**src/inc/tmw_pkg.sv**
```systemverilog
package tmw_pkg;
	// Register word indices, byte address is four times the index
	localparam logic [3:0] IDX_PIN_SELECT = 4'h0;
	localparam logic [3:0] IDX_TRIP_ONE = 4'h1;
	localparam logic [3:0] IDX_TRIP_TWO = 4'h2;
	localparam logic [3:0] IDX_TRIP_THREE = 4'h3;
	localparam logic [3:0] IDX_HW_COMPARE = 4'h4;
	localparam int REG_COUNT = 5;
	localparam int ADDR_W = 6;
	// Field positions
	localparam int BIT_QUALIFY = 14;
	localparam int BIT_GREATER = 13;
	localparam int BIT_RELAY = 8;
	localparam int PIN_LSB = 0;
	localparam int PIN_MSB = 7;
	localparam int CTRL_LSB = 8;
	localparam int CTRL_MSB = 13;
	// Reset values
	localparam logic [15:0] RESET_WORD = 16'h0000;
	// Masks derived from the field positions
	localparam logic [15:0] MASK_PIN = 16'h00ff;
	localparam logic [15:0] MASK_CTRL = 16'h3f00;
	localparam logic [15:0] MASK_LOW14 = 16'h3fff;
	localparam logic [15:0] MASK_QUAL = 16'h4000;
	typedef enum logic [1:0] {
		TMW_BUS_IDLE,
		TMW_BUS_ACK
	} tmw_bus_state_t;
endpackage : tmw_pkg

```
**src/inc/tmw_reg_if.sv**
```systemverilog
`timescale 1ns/100ps
`default_nettype none
// Write port and read port of the register store
interface tmw_reg_if;
	logic wr_en;
	logic [2:0] wr_idx;
	logic [15:0] wr_data;
	logic [2:0] rd_idx;
	logic [15:0] rd_data;
	modport ctrl (output wr_en, output wr_idx, output wr_data,
		output rd_idx, input rd_data);
	modport store (input wr_en, input wr_idx, input wr_data,
		input rd_idx, output rd_data);
endinterface : tmw_reg_if
`default_nettype wire

```
**src/design/tmw_reg_store.sv**
```systemverilog
`timescale 1ns/100ps
`default_nettype none
// Small register memory with registered read data
module tmw_reg_store #(
	parameter int DEPTH = 5
) (
	input wire logic clk,
	input wire logic sys_rst,
	tmw_reg_if.store port
);
	import tmw_pkg::*;
	logic [15:0] mem [DEPTH];

	// Word storage; the controller hands in an already merged word
	always_ff @(posedge clk) begin
		if (sys_rst) begin
			for (int i = 0; i < DEPTH; i++) begin
				mem[i] <= RESET_WORD;
			end
		end else if (port.wr_en && (int'(port.wr_idx) < DEPTH)) begin
			mem[port.wr_idx] <= port.wr_data;
		end
	end

	// Read data registered, so one cycle of latency
	always_ff @(posedge clk) begin
		if (sys_rst) begin
			port.rd_data <= RESET_WORD;
		end else if (int'(port.rd_idx) < DEPTH) begin
			port.rd_data <= mem[port.rd_idx];
		end else begin
			port.rd_data <= RESET_WORD;
		end
	end
endmodule : tmw_reg_store
`default_nettype wire

```
**src/design/tmw_mode_bank.sv**
```systemverilog
`timescale 1ns/100ps
`default_nettype none
// What this block does
// [RL1] Trip register bit 14 one gives current force, zero gives voltage force.
// [RL2] Trip register bit 13 one gives greater-than compare, zero less-than.
// [RL3] Pin select write with bit 14 clear updates only pin bits 0-7.
// [RL4] Pin select write with bit 14 set updates bits 8-13, ignores pin data.
// [RL5] Software sets bit 14 when it wants relay bit 8 changed.
// [RL6] Pin select bit 8 one closes the voltage conditioner relay.
// [RL7] Qualified write leaving bit 8 zero disconnects unit from pin driver.
// [RL8] Bit 14 is the strobe or current-force qualifier across registers.
// [RL9] Bit 13 carries greater-than option, except bit 8 on pin select.
// [RL10] Hardware compare write with strobe bit 14 keeps bits 0-13.
// [RL11] Bits not updated keep their values; read back gives merged word.
module tmw_mode_bank (
	input wire logic clk,
	input wire logic sys_rst,
	input wire logic wb_cyc_i,
	input wire logic wb_stb_i,
	input wire logic wb_we_i,
	input wire logic [tmw_pkg::ADDR_W-1:0] wb_adr_i,
	input wire logic [3:0] wb_sel_i,
	input wire logic [31:0] wb_dat_i,
	output logic [31:0] wb_dat_o,
	output logic wb_ack_o,
	output logic [7:0] pin_number,
	output logic relay_closed,
	output logic unit_disconnected,
	output logic [2:0] trip_current_force,
	output logic [2:0] trip_greater_than,
	output logic compare_greater_than,
	output logic compare_strobe_option
);
	import tmw_pkg::*;

	tmw_reg_if rif ();
	tmw_bus_state_t state;
	logic [15:0] cur;
	logic [15:0] next_word;
	logic [15:0] wmask;
	logic [15:0] lane_data;
	logic valid_idx;
	logic [2:0] idx;

	tmw_reg_store #(.DEPTH(REG_COUNT)) u_store (
		.clk(clk),
		.sys_rst(sys_rst),
		.port(rif.store)
	);

	// Merge a written word into the stored one under the field mask
	function automatic logic [15:0] merge(input logic [15:0] old,
		input logic [15:0] data, input logic [15:0] m);
		merge = (old & ~m) | (data & m);
	endfunction : merge

	// Word index decode; bits above the index read as an unmapped address
	assign idx = wb_adr_i[4:2];
	assign valid_idx = (wb_adr_i[ADDR_W-1] == 1'b0) &&
		(int'(wb_adr_i[4:2]) < REG_COUNT);
	assign rif.rd_idx = idx;
	assign cur = rif.rd_data;

	// Byte lanes: only the two low lanes hold data, upper lanes ignored
	always_comb begin
		lane_data = cur;
		if (wb_sel_i[0]) begin
			lane_data[7:0] = wb_dat_i[7:0];
		end
		if (wb_sel_i[1]) begin
			lane_data[15:8] = wb_dat_i[15:8];
		end
	end

	// Field mask picked by register and by the qualifier bit
	always_comb begin
		wmask = 16'hffff;
		if (idx == IDX_PIN_SELECT[2:0]) begin
			if (lane_data[BIT_QUALIFY]) begin
				wmask = MASK_CTRL; // see [RL4] see [RL5] see [RL9]
			end else begin
				wmask = MASK_PIN; // see [RL3]
			end
		end else if (idx == IDX_HW_COMPARE[2:0]) begin
			if (lane_data[BIT_QUALIFY]) begin
				wmask = MASK_QUAL; // see [RL10] see [RL8]
			end
		end
		next_word = merge(cur, lane_data, wmask); // see [RL11]
	end

	// Bus handshake: wait one cycle for registered read data, then ack
	always_ff @(posedge clk) begin
		if (sys_rst) begin
			state <= TMW_BUS_IDLE;
			wb_ack_o <= 1'b0;
			wb_dat_o <= 32'h0000_0000;
		end else begin
			case (state)
				TMW_BUS_IDLE: begin
					wb_ack_o <= 1'b0;
					if (wb_cyc_i && wb_stb_i && !wb_ack_o) begin
						state <= TMW_BUS_ACK;
					end
				end
				TMW_BUS_ACK: begin
					wb_ack_o <= 1'b1;
					wb_dat_o <= valid_idx ? {16'h0000, cur} : 32'h0000_0000;
					state <= TMW_BUS_IDLE;
				end
				default: begin
					state <= TMW_BUS_IDLE;
				end
			endcase
		end
	end

	// Store write in the ack cycle, using read data of the held address
	assign rif.wr_en = (state == TMW_BUS_ACK) && wb_we_i && valid_idx &&
		wb_cyc_i && wb_stb_i;
	assign rif.wr_idx = idx;
	assign rif.wr_data = next_word;

	// Pin select decode; disconnect only follows a qualified write
	always_ff @(posedge clk) begin
		if (sys_rst) begin
			pin_number <= 8'h00;
			relay_closed <= 1'b0;
			unit_disconnected <= 1'b0;
		end else if (rif.wr_en && idx == IDX_PIN_SELECT[2:0]) begin
			pin_number <= next_word[PIN_MSB:PIN_LSB];
			relay_closed <= next_word[BIT_RELAY]; // see [RL6]
			if (lane_data[BIT_QUALIFY]) begin
				unit_disconnected <= ~next_word[BIT_RELAY]; // see [RL7]
			end
		end
	end

	// Trip register modes, one bit pair for each supply
	always_ff @(posedge clk) begin
		if (sys_rst) begin
			trip_current_force <= 3'h0;
			trip_greater_than <= 3'h0;
		end else if (rif.wr_en) begin
			for (int t = 0; t < 3; t++) begin
				if (int'(idx) == int'(IDX_TRIP_ONE) + t) begin
					trip_current_force[t] <= next_word[BIT_QUALIFY]; // see [RL1]
					trip_greater_than[t] <= next_word[BIT_GREATER]; // see [RL2]
				end
			end
		end
	end

	// Hardware compare mode bits
	always_ff @(posedge clk) begin
		if (sys_rst) begin
			compare_greater_than <= 1'b0;
			compare_strobe_option <= 1'b0;
		end else if (rif.wr_en && idx == IDX_HW_COMPARE[2:0]) begin
			compare_greater_than <= next_word[BIT_GREATER]; // see [RL9]
			compare_strobe_option <= next_word[BIT_QUALIFY]; // see [RL8]
		end
	end
endmodule : tmw_mode_bank
`default_nettype wire

```
**config.mk**
```make
export PLATFORM = sky130hd
export DESIGN_NAME = tmw_mode_bank
export DESIGN_NICKNAME = d
export VERILOG_FILES = /design/src/inc/tmw_pkg.sv /design/src/inc/tmw_reg_if.sv /design/src/design/tmw_reg_store.sv /design/src/design/tmw_mode_bank.sv
export SDC_FILE = /design/constraint.sdc
export NUM_CORES = 1
export LEC_CHECK = 0
export ABC_AREA = 1
export ABC_CLOCK_PERIOD_IN_PS = 2200
export BUFFER_PORTS_ARGS = -buffer_cell sky130_fd_sc_hd__buf_2
export CORE_MARGIN = 2
export CORE_UTILIZATION = 50
export DETAILED_ROUTE_END_ITERATION = 12
export PLACE_DENSITY = 0.84
export SYNTH_ARGS = -nofsm -noshare
export SYNTH_HDL_FRONTEND = slang
export SYNTH_SLANG_ARGS = --single-unit
```
**constraint.sdc**
```tcl
create_clock -name clk -period 2.2 [get_ports clk]
set_clock_uncertainty 0.2 [all_clocks]
set_input_delay 0.44 -clock clk [delete_from_list [all_inputs] [get_ports clk]]
set_output_delay 0.44 -clock clk [all_outputs]
set_load 0.1 [all_outputs]
```
# After elaboration in Yosys (flattened, before gate mapping)
# Memories as Yosys holds them, arrays and structs flattened. A register that Yosys moved wholly into a read port is not among the register bits.
# Cells that the tools add are included.
dict set report totals {
  ff_bits 52
  latch_bits 0
  ram_bits 80
  mem_bits_ro 0
  in_bits 47
  out_inout_bits 51
  wordCells 65
  n_memories 1
}
dict set report classes {
  add_sub_neg 0
  multipliers 0
  div_mod_pow 0
  magnitude_cmp 1
  n_eq_ne 4
  shifts 0
  mux 16
  bitwise_logic 8
  reduce_logical 21
}
# name words word_bits read_ports rd_ports_with_merged_regs write_ports line_no
set memory_table {}
lappend memory_table {u_store.mem 5 16 1 1 5 tmw_reg_store.sv:12} ;# logic [15:0] mem [DEPTH];
# op n
set ops {}
lappend ops {{2-to-1 mux 16 bit} 5}
lappend ops {{bitwise AND 16 bit} 2}
lappend ops {{2-to-1 mux 8 bit} 2}
lappend ops {{NOT 16 bit} 1}
lappend ops {{OR 16 bit} 1}
lappend ops {{OR reduction 16 bit} 1}
lappend ops {{2-to-1 mux 14 bit} 1}
lappend ops {{logical AND 1 bit} 10}
lappend ops {{== test 3 bit, second input constant} 3}
lappend ops {{AND reduction 2 bit} 4}
lappend ops {{2-to-1 mux 1 bit} 6}
lappend ops {{NOT 1 bit} 4}
lappend ops {{OR reduction 2 bit} 2}
lappend ops {{== test 3 x 2 -> 1 bit, second input constant} 1}
lappend ops {{logical NOT 3 bit} 1}
lappend ops {{less-than comparator 3 bit, second input constant} 1}
lappend ops {{2-to-1 mux 3 bit} 1}
lappend ops {{logical NOT 2 bit} 1}
lappend ops {{one-hot mux 1 bit (2 select lines)} 1}
lappend ops {{nonzero test 2 bit} 1}
lappend ops {{logical NOT 1 bit} 1}

# Logic depth before layout (Yosys ltp)
dict set report depth {
  ltp_word 11
  mapped_depth 10
  ltp_nobuf 10
}

# By module
# A second synthesis with hierarchy kept.
dict set report unflattened {
  cells_unflattened 724
  area_unflattened_um2 6212.2
}
# mod instances cells_per_inst area_per_inst_um2 seq_area_each_um2
set by_module_without_submodules {}
lappend by_module_without_submodules {tmw_reg_store 1 456 4295.4 2722.6}
lappend by_module_without_submodules {tmw_mode_bank 1 268 1916.8 720.7}

# Worst setup path before layout
# No wires, ideal clock.
dict set report synth_path {
  path_kind {input-to-reg}
  start {input port wb_adr_i[3] (netlist name)}
  end {memory u_store.mem[2][0] (enable)}
  setup_time_ns 0.372
  arrival_time_ns 1.527
  t_required_ns 1.628
  path_slack_ns 0.102
  cell_stages 6
  n_path_buf 1
  path_cell_list {nor2_2 -> nor2_1 -> nor2_4 -> buf_2 -> nand3_1 -> nand2_1}
}
# element line_no
set synth_lines {}
lappend synth_lines {{from (decl)} tmw_mode_bank.sv:21} ;# input wire logic [tmw_pkg::ADDR_W-1:0] wb_adr_i,
lappend synth_lines {{to (decl)} tmw_reg_store.sv:12}

# Worst setup path in the final report
dict set report layout_path {
  start {register pin_number[6]}
  end {output port pin_number[6]}
}
# element line_no
set layout_lines {}
lappend layout_lines {{from (decl)} tmw_mode_bank.sv:26} ;# output logic [7:0] pin_number,
lappend layout_lines {{from (signal assigned)} tmw_mode_bank.sv:131} ;# pin_number <= next_word[PIN_MSB:PIN_LSB];
# No word-level cell between the ends.

==> impl_metrics.json <==
{
  "status": "completed",
  "yosysSeqAreaShare_pct": 58.70,
  "path_buf_inv": 1,
  "cts_sinks": 132,
  "hold_path_depth": 3,
  "ir_drop_v": 0.0005720,
  "root_buffer": "clkbuf_16",
  "synth_top_area_cell": "edfxtp_1",
  "drc": 0,
  "hpwlAfterDp_mm": 8.948,
  "worstSetupPathType": "reg -> out",
  "postRouteAntennaNets": 0,
  "p_sw_share_pct": 23.48,
  "hold_slack_ns": 0.1297,
  "crit_family": "buffers and inverters",
  "ys_warn_count": 0,
  "finalSetupViolCount": 0,
  "cp_slowest_cell": "buf_2",
  "grt_pass1_vias": 4427,
  "grt_pass1_wl_mm": 21.44,
  "via_count": 4684,
  "synth_area_leaders": "edfxtp_1 (41%), dfxtp_1 (18%), nand2_1 (13%)",
  "drive_gt1_share_pct": 19.87,
  "power.internal_mw": 4.553,
  "routed_wl_mm": 13.29,
  "p_clk_share_pct": 46.0,
  "cap_viol_max_count": 0,
  "clock_path_buffers": 2,
  "wl_per_cell_um": 14.55,
  "p_sw_mw": 1.397,
  "grt_remaining_overflow": 0,
  "cts_hold_buf": 0,
  "grt_use_total_pct": 22.07,
  "place.gp.congestion": 0.8229,
  "synth_common_cells": "nand2_1 (199), nand3_1 (82), edfxtp_1 (80)",
  "core_um2": 11420,
  "h-tree-depth": 4,
  "start_util_pct": 51.37,
  "die_h_um": 112.3,
  "tns_ns": 0,
  "viasPerCell": 5.130,
  "fin_cells": 913,
  "num_io_pins": 98,
  "ys_types": 27,
  "syn_avg_cell_area_um2": 8.729,
  "fmax_mhz": 523.5,
  "fin_crit_ns": 1.910,
  "power.total_mw": 5.950,
  "cts_setup_buffers": 0,
  "grt_max_degree": 18,
  "io_buffers": 61,
  "clk_latency_ns": 0.42,
  "drtIter0Drc": 660,
  "syn2layout_area_growth_pct": 19.09,
  "cts_repair_resize_count": 0,
  "finish.utilization_pct": 61.18,
  "final_max_slew_viol_count": 0,
  "crit_chain": "buf_2",
  "max_stage_delay_ns": 0.46,
  "drt_pass1_iterations": 7,
  "ff2ff_path_depth": 6,
  "die_x_um": 112.3,
  "p_seq_share_pct": 45.5,
  "rows": 39,
  "cp_num_cells": 1,
  "numCtsBuffers": 17,
  "clkSlewWorstSetupHoldPaths_ns": 0.05,
  "period_share_pct": 86.82,
  "placedCellCount": 881,
  "cp.arrival_ns": 1.27,
  "yosys_most_used_dff": "edfxtp_1",
  "rsz0062_at_grt": "no",
  "synth_edf_count": 80,
  "critPathLaunchType": "flop",
  "synth_top_area_share_pct": 40.96,
  "async_reset_ff_share_pct": 0,
  "post-synth-top-count-cell": "nand2_1",
  "antenna_cells": 0,
  "nets": 804,
  "hold_viol": 0,
  "leakagePower_nw": 3.374,
  "netlist_instances": 672,
  "dieArea_um2": 12610,
  "hold_class": "in -> reg",
  "antenna_found_initial": 0,
  "crit_fanout": 2,
  "tritoncts": "built",
  "power.density_nw_per_um2": 851.8,
  "comb_power_share_pct": 8.5,
  "ys_ff_latch": 132,
  "crit_path_end_kind": "output pin",
  "required_ns": 1.56,
  "syn_area_um2": 5866
}
[state kept, by name, indices dropped and copies added (netlist names)]
register,flops
compare_greater_than,1
compare_strobe_option,1
pin_number,8
relay_closed,1
state,1
trip_current_force,3
trip_greater_than,3
u_store.mem,80
u_store.port.rd_data,16
unit_disconnected,1
wb_ack_o,1
wb_dat_o,16
[path summary, 6_finish.rpt]
| kind | start | end | slack, ns |
|---|---|---|---|
| max | pin_number[6]$_SDFFE_PP0P_ | pin_number[6] | 0.29 |
| min | wb_cyc_i | state[0]$_SDFFE_PP0P_ | 0.13 |
| max reg2reg | state[0]$_SDFFE_PP0P_ | u_store.mem[2][2]$_SDFFCE_PN0P_ | 0.33 |
| min reg2reg | wb_ack_o$_SDFF_PP0_ | state[0]$_SDFFE_PP0P_ | 0.22 |
[layout make-up]
type / instances / area (µm²)
flip-flops and latches: 132 / 3443
inverters: 81 / 304.0
well taps: 143 / 178.9
repair buffers: 88 / 533.0
clock inverters: 12 / 137.6
multi-input cells: 437 / 1952
fillers: 864 / 4433
clock buffers: 20 / 436.7
[worst min-delay path: cells and delay by family]
kind,cells,cell delay [ns]
buffers and inverters,1,0.09
and+or+nand+nor,2,0.17
[logic make-up (layout without fill, tap and decap cells)]
kind of cell           after synthesis  after routing  share of synthesized area [%]
buffers and inverters              118            201                          8.980
AO/OA/AOI/OAI                       43             43                          4.245
AND/OR/NAND/NOR                    378            378                          28.01
flip-flops                         132            132                          58.70
other                                1             16                        0.06393
[power by group through the flow]
stage               clock network, mW  logic, mW  registers, mW
detailed placement                  0      0.497           2.75
floorplan                           0      0.363           2.76
CTS                              2.75      0.503           2.70
finish                           2.74      0.507           2.71
global placement                    0      0.490           2.75
global route                     2.86      0.546           2.71
[per-layer routing]
layer	up-vias	GRT usage, %	routed length [µm]
li1	2289	-	-
met1	2131	27.56	5343
met2	238	36.55	6451
met3	26	5.400	1207
met4	0	10.00	286
met5	-	0	0
[through the flow]
step,area [µm²],worst slack (ns)
2_1_floorplan,5922,0.1016
3_5_place_dp,6411,0.005510
6_report,6985,0.2899
5_1_grt,6985,0.1911
4_1_cts,6985,0.3056
3_3_place_gp,6411,0.06584
[cells in the final DEF, fill, tap and decap left out, types with 17 or more instances in the layout]
| cell type | netlist | layout |
|---|---|---|
| edfxtp_1 | 80 | 80 |
| nand2_1 | 199 | 199 |
| dfxtp_1 | 52 | 52 |
| buf_2 | 4 | 61 |
| a21oi_1 | 17 | 17 |
| clkbuf_16 | 0 | 17 |
| inv_1 | 71 | 71 |
| buf_4 | 21 | 25 |
| nand3_1 | 82 | 82 |
| nor2_1 | 72 | 72 |
No activity file was read; power rests on OpenSTA's default activity.
